==> config.mk <==
export PLATFORM = sky130hd
export DESIGN_NAME = upec_top
export DESIGN_NICKNAME = d
export VERILOG_FILES = /design/src/verilog/upec_pkg.sv /design/src/verilog/upec_crc8.sv /design/src/verilog/upec_top.sv
export SDC_FILE = /design/constraint.sdc
export NUM_CORES = 1
export LEC_CHECK = 0
export BUFFER_PORTS_ARGS = -buffer_cell sky130_fd_sc_hd__buf_4
export CAP_MARGIN = 20
export CORE_UTILIZATION = 53
export CTS_BUF_LIST = sky130_fd_sc_hd__clkbuf_2
export CTS_CLUSTER_SIZE = 40
export DETAILED_ROUTE_END_ITERATION = 12
export GPL_TIMING_DRIVEN = 0
export HOLD_SLACK_MARGIN = 0.03
export PLACE_DENSITY = 0.83
export SLEW_MARGIN = 20
export SYNTH_ARGS = -nofsm -noshare
export SYNTH_HDL_FRONTEND = slang
export SYNTH_SLANG_ARGS = --single-unit
export TNS_END_PERCENT = 50
==> constraint.sdc <==
create_clock -name pclk -period 2.45 [get_ports pclk]
set_clock_uncertainty 0.15 [all_clocks]
set_input_delay 0.245 -clock pclk [delete_from_list [all_inputs] [get_ports pclk]]
set_output_delay 0.245 -clock pclk [all_outputs]
set_load 0.03 [all_outputs]
==> src/verilog/upec_pkg.sv <==
// Constants for the UART packet error check block
package upec_pkg;

  // Code polynomial, Koopman form with implicit +1 term, and bit-reflected form for LSB-first shifting
  localparam logic [7:0] CRC_POLY_NORMAL    = 8'ha6;
  localparam logic [7:0] CRC_POLY_REFLECTED = 8'hb2;
  localparam logic [7:0] CRC_INIT           = 8'h00;
  localparam int         BYTE_BITS          = 8;

  // Error-detection figures of the combined link checks
  localparam int HAMMING_DISTANCE = 6;
  localparam int MAX_PACKET_BITS  = 247;

  // Received byte kinds as tagged by the character receiver
  localparam logic [1:0] KIND_DATA  = 2'h0;
  localparam logic [1:0] KIND_ALIVE = 2'h1;
  localparam logic [1:0] KIND_CODE  = 2'h2;

  // Path indices
  localparam int PATH_UP   = 0;
  localparam int PATH_DOWN = 1;

  // APB register byte offsets
  localparam logic [7:0] ADDR_CONFIG        = 8'h00;
  localparam logic [7:0] ADDR_FIRST_STATUS  = 8'h04;
  localparam logic [7:0] ADDR_SECOND_STATUS = 8'h08;
  localparam logic [7:0] ADDR_DEVADDR       = 8'h0c;
  localparam logic [7:0] ADDR_LINK          = 8'h10;
  localparam logic [7:0] ADDR_TXCODE        = 8'h14;
  localparam logic [7:0] ADDR_LASTRX        = 8'h18;

  // Field positions
  localparam int CFG_DUAL_UART_BIT    = 0;
  localparam int CFG_SINGLE_ENDED_BIT = 1;
  localparam int ST1_SUMMARY_BIT      = 0;
  localparam int ST2_UP_BIT           = 0;
  localparam int ST2_DOWN_BIT         = 1;
  localparam int LINK_BAUD_BIT        = 0;
  localparam int LINK_RXMODE_BIT      = 1;

  // Reset values
  localparam logic [1:0] CONFIG_RESET  = 2'h0;
  localparam logic [7:0] DEVADDR_RESET = 8'h00;

endpackage

==> src/verilog/upec_crc8.sv <==
// Byte-wide CRC-8 engine, LSB first, right shifting
`timescale 1ns/1ps

module upec_crc8
  import upec_pkg::*;
(
  input  wire logic       pclk,
  input  wire logic       presetn,
  input  wire logic       clear,
  input  wire logic       feed,
  input  wire logic [7:0] data,
  output logic      [7:0] crc
);

  logic [7:0] next_crc;

  // Fold one byte in, eight right shifts with the reflected polynomial
  always_comb begin
    next_crc = crc ^ data;
    for (int i = 0; i < BYTE_BITS; i++) begin
      if (next_crc[0]) begin
        next_crc = (next_crc >> 1) ^ CRC_POLY_REFLECTED;
      end else begin
        next_crc = next_crc >> 1;
      end
    end
  end

  // Remainder register; clear wins so each packet starts from zero
  always_ff @(posedge pclk or negedge presetn) begin
    if (!presetn) begin
      crc <= CRC_INIT;
    end else if (clear) begin
      crc <= CRC_INIT;
    end else if (feed) begin
      crc <= next_crc;
    end
  end

  a_crc_clears: assert property (@(posedge pclk) disable iff (!presetn)
    clear |=> crc == CRC_INIT)
    else $error("crc engine not cleared");

  a_crc_holds: assert property (@(posedge pclk) disable iff (!presetn)
    !clear && !feed |=> crc == $past(crc))
    else $error("crc engine changed without feed");

endmodule

==> src/verilog/upec_top.sv <==
// UART packet error check block with APB register access
//
// Local design decisions: the APB slave port and the address map.
`timescale 1ns/1ps

// Summary of operation
// - Any reset clears device address to zero and marks baud and receive modes undetected.
// - Each packet is judged on Manchester, parity, framing and packet code checks.
// - Combined checks give Hamming distance 6 for packets up to 247 bits.
// - Read-all and read-single commands carry a data-check byte covered by the code.
// - Bad code sets the path flag in status two and summary in status one.
// - In single-UART mode every code error is reported on the up-path flag.
// - In dual-UART mode up and down errors set their own path flags.
// - Written commands are accepted only when received code equals computed remainder.
// - Code is CRC-8 with polynomial x^8+x^6+x^3+x^2+1, value 0xA6.
// - Single-ended receive mode leaves transmitter behaviour unchanged.
// - Each computation starts from a cleared engine, fed LSB first, byte order.
// - Code covers every packet byte before it, except alive-counter and code bytes.
// - Bytewise right shift uses reflected constant 0xB2 when the low bit is one.
module upec_top
  import upec_pkg::*;
(
  input  wire logic        pclk,
  input  wire logic        presetn,
  input  wire logic        psel,
  input  wire logic        penable,
  input  wire logic        pwrite,
  input  wire logic [7:0]  paddr,
  input  wire logic [31:0] pwdata,
  output logic      [31:0] prdata,
  output logic             pready,
  output logic             pslverr,
  input  wire logic        up_rx_start,
  input  wire logic        up_rx_valid,
  input  wire logic [7:0]  up_rx_byte,
  input  wire logic [1:0]  up_rx_kind,
  input  wire logic        up_rx_char_error,
  output logic             up_cmd_accept,
  output logic             up_cmd_reject,
  input  wire logic        down_rx_start,
  input  wire logic        down_rx_valid,
  input  wire logic [7:0]  down_rx_byte,
  input  wire logic [1:0]  down_rx_kind,
  input  wire logic        down_rx_char_error,
  output logic             down_cmd_accept,
  output logic             down_cmd_reject,
  input  wire logic        baud_detect_done,
  input  wire logic        tx_start,
  input  wire logic        tx_valid,
  input  wire logic [7:0]  tx_byte,
  output logic      [7:0]  tx_code,
  output logic             dual_uart_mode,
  output logic             lower_rx_single_ended
);

  // Per-path views of the receive ports
  logic [1:0]       rx_start;
  logic [1:0]       rx_valid;
  logic [1:0][7:0]  rx_byte;
  logic [1:0][1:0]  rx_kind;
  logic [1:0]       rx_char_error;
  logic [1:0][7:0]  rx_crc;
  logic [1:0]       pkt_char_bad;
  logic [1:0]       cmd_accept;
  logic [1:0]       cmd_reject;
  logic [1:0]       code_mismatch;
  logic [1:0][7:0]  last_rx_code;

  // Register state
  logic [1:0]       config_bits;
  logic             packet_code_error_summary;
  logic             up_path_code_error;
  logic             down_path_code_error;
  logic [7:0]       device_address;
  logic             baud_detected;
  logic             rx_mode_detected;

  // Bus decode
  logic             bus_setup;
  logic             bus_write;
  logic             addr_hit;
  logic [31:0]      next_prdata;
  logic             up_err_event;
  logic             down_err_event;
  logic             clr_summary;
  logic             clr_up;
  logic             clr_down;

  assign rx_start      = {down_rx_start, up_rx_start};
  assign rx_valid      = {down_rx_valid, up_rx_valid};
  assign rx_byte       = {down_rx_byte, up_rx_byte};
  assign rx_kind       = {down_rx_kind, up_rx_kind};
  assign rx_char_error = {down_rx_char_error, up_rx_char_error};

  assign up_cmd_accept   = cmd_accept[PATH_UP];
  assign up_cmd_reject   = cmd_reject[PATH_UP];
  assign down_cmd_accept = cmd_accept[PATH_DOWN];
  assign down_cmd_reject = cmd_reject[PATH_DOWN];

  assign dual_uart_mode        = config_bits[CFG_DUAL_UART_BIT];
  assign lower_rx_single_ended = config_bits[CFG_SINGLE_ENDED_BIT];

  // One checker per receive path: engine, character error memory, verdict
  for (genvar p = 0; p < 2; p++) begin : g_path
    logic feed_byte;
    logic code_byte;

    // Alive-counter and code bytes stay out of the remainder
    assign feed_byte = rx_valid[p] && !rx_start[p] && (rx_kind[p] == KIND_DATA);
    assign code_byte = rx_valid[p] && (rx_kind[p] == KIND_CODE);

    upec_crc8 u_crc (
      .pclk    (pclk),
      .presetn (presetn),
      .clear   (rx_start[p]),
      .feed    (feed_byte),
      .data    (rx_byte[p]),
      .crc     (rx_crc[p])
    );

    // Any Manchester, parity or framing fault in the packet is remembered
    always_ff @(posedge pclk or negedge presetn) begin
      if (!presetn) begin
        pkt_char_bad[p] <= 1'b0;
      end else if (rx_start[p]) begin
        pkt_char_bad[p] <= 1'b0;
      end else if (rx_valid[p] && rx_char_error[p]) begin
        pkt_char_bad[p] <= 1'b1;
      end
    end

    assign code_mismatch[p] = code_byte && (rx_byte[p] != rx_crc[p]);

    // Verdict on the code byte: accept only with a clean packet and equal code
    always_comb begin
      cmd_accept[p] = code_byte && !code_mismatch[p] && !pkt_char_bad[p] && !rx_char_error[p];
      cmd_reject[p] = code_byte && !cmd_accept[p];
    end

    // Last received code byte, kept for software
    always_ff @(posedge pclk or negedge presetn) begin
      if (!presetn) begin
        last_rx_code[p] <= CRC_INIT;
      end else if (code_byte) begin
        last_rx_code[p] <= rx_byte[p];
      end
    end

    a_accept_needs_match: assert property (@(posedge pclk) disable iff (!presetn)
      cmd_accept[p] |-> rx_byte[p] == rx_crc[p] && !pkt_char_bad[p])
      else $error("command accepted with bad code");

    a_accept_reject_excl: assert property (@(posedge pclk) disable iff (!presetn)
      !(cmd_accept[p] && cmd_reject[p]))
      else $error("accept and reject together");
  end

  // Outgoing code over transmitted bytes; independent of receive mode
  upec_crc8 u_tx_crc (
    .pclk    (pclk),
    .presetn (presetn),
    .clear   (tx_start),
    .feed    (tx_valid && !tx_start),
    .data    (tx_byte),
    .crc     (tx_code)
  );

  // Route code errors to path flags by UART configuration
  always_comb begin
    if (dual_uart_mode) begin
      up_err_event   = code_mismatch[PATH_UP];
      down_err_event = code_mismatch[PATH_DOWN];
    end else begin
      up_err_event   = code_mismatch[PATH_UP] || code_mismatch[PATH_DOWN];
      down_err_event = 1'b0;
    end
  end

  // APB handshake: zero wait states, error on unmapped offsets
  assign bus_setup = psel && !penable;
  assign bus_write = psel && penable && pwrite;
  assign pready    = 1'b1;
  assign addr_hit  = (paddr == ADDR_CONFIG) || (paddr == ADDR_FIRST_STATUS) || (paddr == ADDR_SECOND_STATUS) ||
                     (paddr == ADDR_DEVADDR) || (paddr == ADDR_LINK) || (paddr == ADDR_TXCODE) ||
                     (paddr == ADDR_LASTRX);
  assign pslverr   = psel && penable && !addr_hit;

  // Write-one-to-clear strobes for the sticky flags
  assign clr_summary = bus_write && (paddr == ADDR_FIRST_STATUS) && pwdata[ST1_SUMMARY_BIT];
  assign clr_up      = bus_write && (paddr == ADDR_SECOND_STATUS) && pwdata[ST2_UP_BIT];
  assign clr_down    = bus_write && (paddr == ADDR_SECOND_STATUS) && pwdata[ST2_DOWN_BIT];

  // Configuration register
  always_ff @(posedge pclk or negedge presetn) begin
    if (!presetn) begin
      config_bits <= CONFIG_RESET;
    end else if (bus_write && paddr == ADDR_CONFIG) begin
      config_bits <= pwdata[1:0];
    end
  end

  // Sticky packet code flags; a new error wins over a clear in the same cycle
  always_ff @(posedge pclk or negedge presetn) begin
    if (!presetn) begin
      up_path_code_error        <= 1'b0;
      down_path_code_error      <= 1'b0;
      packet_code_error_summary <= 1'b0;
    end else begin
      if (up_err_event) begin
        up_path_code_error <= 1'b1;
      end else if (clr_up) begin
        up_path_code_error <= 1'b0;
      end
      if (down_err_event) begin
        down_path_code_error <= 1'b1;
      end else if (clr_down) begin
        down_path_code_error <= 1'b0;
      end
      if (up_err_event || down_err_event) begin
        packet_code_error_summary <= 1'b1;
      end else if (clr_summary) begin
        packet_code_error_summary <= 1'b0;
      end
    end
  end

  // Chain address, zero after every reset until assigned again
  always_ff @(posedge pclk or negedge presetn) begin
    if (!presetn) begin
      device_address <= DEVADDR_RESET;
    end else if (bus_write && paddr == ADDR_DEVADDR) begin
      device_address <= pwdata[7:0];
    end
  end

  // Baud and receive mode detection state, undetected after reset
  always_ff @(posedge pclk or negedge presetn) begin
    if (!presetn) begin
      baud_detected    <= 1'b0;
      rx_mode_detected <= 1'b0;
    end else if (baud_detect_done) begin
      baud_detected    <= 1'b1;
      rx_mode_detected <= 1'b1;
    end
  end

  // Read mux
  always_comb begin
    next_prdata = 32'h0000_0000;
    unique case (paddr)
      ADDR_CONFIG: begin
        next_prdata[1:0] = config_bits;
      end
      ADDR_FIRST_STATUS: begin
        next_prdata[ST1_SUMMARY_BIT] = packet_code_error_summary;
      end
      ADDR_SECOND_STATUS: begin
        next_prdata[ST2_UP_BIT]   = up_path_code_error;
        next_prdata[ST2_DOWN_BIT] = down_path_code_error;
      end
      ADDR_DEVADDR: begin
        next_prdata[7:0] = device_address;
      end
      ADDR_LINK: begin
        next_prdata[LINK_BAUD_BIT]   = baud_detected;
        next_prdata[LINK_RXMODE_BIT] = rx_mode_detected;
      end
      ADDR_TXCODE: begin
        next_prdata[7:0] = tx_code;
      end
      ADDR_LASTRX: begin
        next_prdata[15:0] = {last_rx_code[PATH_DOWN], last_rx_code[PATH_UP]};
      end
      default: begin
        next_prdata = 32'h0000_0000;
      end
    endcase
  end

  // Read data captured in the setup cycle, stable through the access cycle
  always_ff @(posedge pclk or negedge presetn) begin
    if (!presetn) begin
      prdata <= 32'h0000_0000;
    end else if (bus_setup && !pwrite) begin
      prdata <= next_prdata;
    end
  end

  // Checks on the flags and reset state
  a_up_flag_sets: assert property (@(posedge pclk) disable iff (!presetn)
    code_mismatch[PATH_UP] |=> up_path_code_error && packet_code_error_summary)
    else $error("up path error not flagged");

  a_single_maps_up: assert property (@(posedge pclk) disable iff (!presetn)
    !dual_uart_mode && code_mismatch[PATH_DOWN] |=> up_path_code_error && !$rose(down_path_code_error))
    else $error("single uart error not on up flag");

  a_dual_down_flag: assert property (@(posedge pclk) disable iff (!presetn)
    dual_uart_mode && code_mismatch[PATH_DOWN] |=> down_path_code_error)
    else $error("down path error not flagged");

  a_flag_sticky: assert property (@(posedge pclk) disable iff (!presetn)
    up_path_code_error && !clr_up |=> up_path_code_error)
    else $error("up flag dropped without clear");

  a_summary_sticky: assert property (@(posedge pclk) disable iff (!presetn)
    packet_code_error_summary && !clr_summary |=> packet_code_error_summary)
    else $error("summary flag dropped without clear");

  a_reset_address: assert property (@(posedge pclk) disable iff (!presetn)
    !$past(presetn) |-> device_address == DEVADDR_RESET && !baud_detected)
    else $error("address or baud state not cleared after reset");

  a_reject_on_mismatch: assert property (@(posedge pclk) disable iff (!presetn)
    code_mismatch[PATH_UP] |-> up_cmd_reject && !up_cmd_accept)
    else $error("mismatched code not rejected");

  a_read_data: assert property (@(posedge pclk) disable iff (!presetn)
    bus_setup && !pwrite && paddr == ADDR_SECOND_STATUS ##1 psel && penable
      |-> prdata[ST2_UP_BIT] == $past(up_path_code_error))
    else $error("status read data wrong");

  a_down_reject: assert property (@(posedge pclk) disable iff (!presetn)
    code_mismatch[PATH_DOWN] |-> down_cmd_reject && !down_cmd_accept)
    else $error("mismatched down code not rejected");

  a_char_fault_reject: assert property (@(posedge pclk) disable iff (!presetn)
    up_rx_valid && up_rx_kind == KIND_CODE && up_rx_char_error |-> up_cmd_reject)
    else $error("character fault on code byte not rejected");

  a_clear_drops_flag: assert property (@(posedge pclk) disable iff (!presetn)
    clr_up && !up_err_event |=> !up_path_code_error)
    else $error("up flag not cleared by software");

  a_single_down_quiet: assert property (@(posedge pclk) disable iff (!presetn)
    !dual_uart_mode |=> !$rose(down_path_code_error))
    else $error("down flag set in single uart mode");

  c_up_accept: cover property (@(posedge pclk) disable iff (!presetn) up_cmd_accept);
  c_up_reject: cover property (@(posedge pclk) disable iff (!presetn) code_mismatch[PATH_UP]);
  c_down_dual: cover property (@(posedge pclk) disable iff (!presetn) dual_uart_mode && down_cmd_reject);
  c_set_clear: cover property (@(posedge pclk) disable iff (!presetn) up_err_event && clr_up);

endmodule

==> metrics.md <==
| Metric | Value |
|---|---|
| Synth async-reset ratio | 100% |
| Area Overhead vs Synth | 39.7% |
| Period minus WS final | between 2 and 3 ns |
| Reg2Reg Setup Slack | about 0.14 ns |
| First-pass GRT wire length | 16000 µm |
| Synth unique cells | 46 |
| Relative slew slack | approximately two fifths |
| Peak supply drop | between 400 and 500 µV |
| FF/Latch Area | about 1800 µm² |
| Max-cap violations | 0 |
| Avg Vias per Cell | approximately 5.4 |
| Mapped Area | 4040 µm² |
| Startpoint types | flip-flop |
| TritonCTS clock tree | done |
| Worst path max stage delay | between 0.4 and 0.5 ns |
| Worst path arrival time | about 2.2 ns |
| Max Fanout on Critical Path | 3 |
| PnR worst setup slack | -0.145 ns |
| Final Cell Area | approximately 5600 µm² |
| Mean Syn Cell Area | 11.0 µm² |
| Synth cell count leaders | 72 x dfrtp_1, 49 x xnor2_1, 27 x nor2_1 |
| Dominant synthesized flop cell | dfrtp_1 |
| Synth top area cells | dfrtp_1 45%, xnor2_1 11%, mux2_2 7.2% |
| Maximum clock frequency | approximately 0.39 GHz |
| TritonCTS Buffers | 9 |
| Final WL | 10200 µm |
| Crit. End Element | output port |
| Via count of the first global-routing pass | roughly 3400 |
| GRT overflow | 0 |
| Sw power | around 1.5 mW |
| R2r endpoint | u_tx_crc.crc[3] |
| Core area | around 7300 µm² |
| Synth Warn # | 0 |
| Clock share of power | 20.0% |
| Worst-margin pin slew | slightly below 0.9 ns |
| Register area share after synthesis | about 45% |
| Pwr dens | 756 nW/µm² |
| Antenna Nets Post-Route | 0 |
| Detailed Routing Iterations Pass 1 | 6 |
| Post-synthesis cell count | roughly 370 |
| Outcome | finished with violations |
| Clock slew at reported path FFs | around 0.19 ns |
| Worst r2r src | u_tx_crc.crc[1] |
| Multi-input logic area | about 2300 µm² |
| Final core utilization | between 70% and 80% |
| Post-synth top area cell | dfrtp_1 |
| Internal | approximately 2.8 mW |
| CTS max path bufs | 2 |
| Fin nets | 607 |
| Comb pwr share | a little under half |
| Number of H-tree levels | 3 |
| Reg2Reg Depth | 6 |
| Slew Limit Fails | 0 |
| Routed WL per cell | around 16 µm |
| Family with the most delay on the worst path | simple AND/OR/NAND/NOR gates |
| Port Buf Inserts | 85 |
| Flop pwr share | between 30% and 40% |
| Worst Hold Launch | tx_byte[6] |
| DRC violations left | 0 |
| Tot GR Track Use | 27.0% |
| Initial antenna violation count | 0 |
| Io pins | 130 |
| Die span in y | ~89 µm |
| Initial Util | between 50% and 60% |
| Failing checks | negative setup slack |
| Root Driver | clkbuf_2 |
| Vias | 3371 |
| Worst-Skew Late Latency | 0.50 ns |
| Final Hold Vio Count | 0 |
| Largest net degree at the start of global routing | 73 |
| Worst setup path category | flip-flop to output port |
| Synth top area share | about 45% |
| Layout cells sized above 1 | between 30% and 40% |
| Crit-path slowest cell | or4_4 |
| Rows | 31 |
| Final setup fails | 4 |
| Chip width | ~90 µm |
| Number of enable flip-flop cells after synthesis | 0 |
| Static leakage | ~2.6 nW |
| GPL Wtd Cong | between 0.9 and 1 |
| Min-Delay Endpoint | u_tx_crc.crc[0] |
| Fill cells | 460 |
| WP buf/inv | 1 |
| Worst min-delay path class | input pin to flip-flop |
| Setup repair after global routing missed its margin | true |
| Final HPWL DP | 6730 µm |
| DRT iter0 DRCs | 201 |
| TritonCTS Sinks | 72 |
| Worst path required time | 2.06 ns |
| Placed cell area | ~4900 µm² |
| Ant diodes | 0 |
| Die footprint | ~8000 µm² |
| Flops & latches, synth | a little over 70 |
| Fin crit share | 106% |
| Worst-path cell chain | xnor2_2, nand4_1, or4_4, nor3_2, nor2_1, buf_4 |
| Overall Power | roughly 4.3 mW |
| Top-count cell post-synth | dfrtp_1 |
| Sw frac | 35.4% |
| WHS Path Cells | 4 |
## routing by layer
| layer | vias up | part of all wire (%) | GRT usage (%) |
|---|---|---|---|
| li1 | 1568 | - | - |
| met1 | 1644 | 40 | 31.6 |
| met2 | 136 | 52 | 48.7 |
| met3 | 23 | 5.6 | 6.93 |
| met4 | 0 | 2.0 | 7.79 |
| met5 | - | 0 | 0 |
## cell families (layout without fill, tap and decap cells)
| kind of cell | after synthesis | in the layout | share of synthesized area (%) |
|---|---|---|---|
| AND/OR/NAND/NOR | 85 | 85 | 10.6 |
| flip-flops | 72 | 72 | 44.6 |
| multiplexers | 29 | 29 | 7.98 |
| XOR/XNOR | 79 | 79 | 19.9 |
| AO/OA/AOI/OAI | 65 | 65 | 12.0 |
| buffers and inverters | 34 | 182 | 4.76 |
| other | 2 | 17 | 0.186 |
## what timing repair did
item | CTS | global route
endpoints found under the hold margin | 113 | 0
hold buffers | 38 | 0
pin swaps | 4 | 3
setup endpoints to repair | 4 | 5
buffers inserted | 5 | 5
gates resized for setup | 13 | 11
## worst max-delay path by stage
| stage | startpoint | to | slack, ns | depth (start not counted) |
|---|---|---|---|---|
| 2_1_floorplan | g_path[1].u_crc.crc[5] | down_cmd_accept | 0.06 | 4 |
| 3_3_place_gp | paddr[5] | device_address[5] | 0.27 | 7 |
| 3_5_place_dp | paddr[5] | device_address[6] | 0.29 | 7 |
| 4_1_cts | g_path[0].u_crc.crc[3] | up_cmd_accept | -0.16 | 5 |
| 5_1_grt | g_path[0].u_crc.crc[4] | up_cmd_reject | -0.27 | 6 |
| 6_report | g_path[0].u_crc.crc[1] | up_cmd_reject | -0.14 | 6 |
## cell usage in the layout, fill, tap and decap left out, types with 5 or more instances in the layout
master,instances
nor2b_1,8
clkbuf_2,10
nand4_1,6
dfrtp_1,70
a22oi_1,6
a21oi_1,8
nand3_1,5
xnor2_1,37
a22o_1,25
mux2_2,26
xnor2_2,15
clkbuf_1,11
o21ai_0,9
buf_4,111
xor2_1,17
a211oi_1,7
nand2_1,16
nor2_1,27
conb_1,17
dlygate4sd3_1,38
## cell type report
type                    count  area share, %
repair buffers            133           19.4
clock buffers              10          0.886
plain buffers              31           3.21
multi-input cells         275           40.3
clock inverters             5           1.88
well taps                  99           2.19
inverters                   3          0.199
flip-flops and latches     72           31.9
## flip-flops by register name, summed over array words and instances (netlist names)
name	flops
g_path.u_crc.crc	16
last_rx_code	16
config_bits	2
prdata	16
rx_mode_detected	1
up_path_code_error	1
device_address	8
pkt_char_bad	2
down_path_code_error	1
u_tx_crc.crc	8
packet_code_error_summary	1
## metrics by stage
stage / setup slack (ns) / hold WS (ns) / TNS (ns) / instances
after floorplan: 0.0619 / -0.201 / 0 / 381
after global placement: 0.275 / 0.266 / 0 / 565
after detailed placement: 0.291 / 0.263 / 0 / 565
after CTS: -0.162 / 0.0435 / -0.458 / 623
after global routing: -0.275 / 0.0561 / -0.827 / 628
final: -0.145 / 0.0808 / -0.368 / 628
## power groups by stage
stage	combinational (mW)	sequential [mW]	clock, mW
after floorplan	1.28	1.56	0
after global placement	1.69	1.48	0
after detailed placement	1.72	1.49	0
after CTS	1.84	1.47	0.871
after global routing	2.09	1.50	0.926
final	1.94	1.48	0.854
## tightest hold or removal path, cell delays in order
cell	delay [ns]
buf_4	0.09
xnor2_2	0.14
xnor2_1	0.14
a211oi_1	0.07
Power figures use the tool's default switching activity.
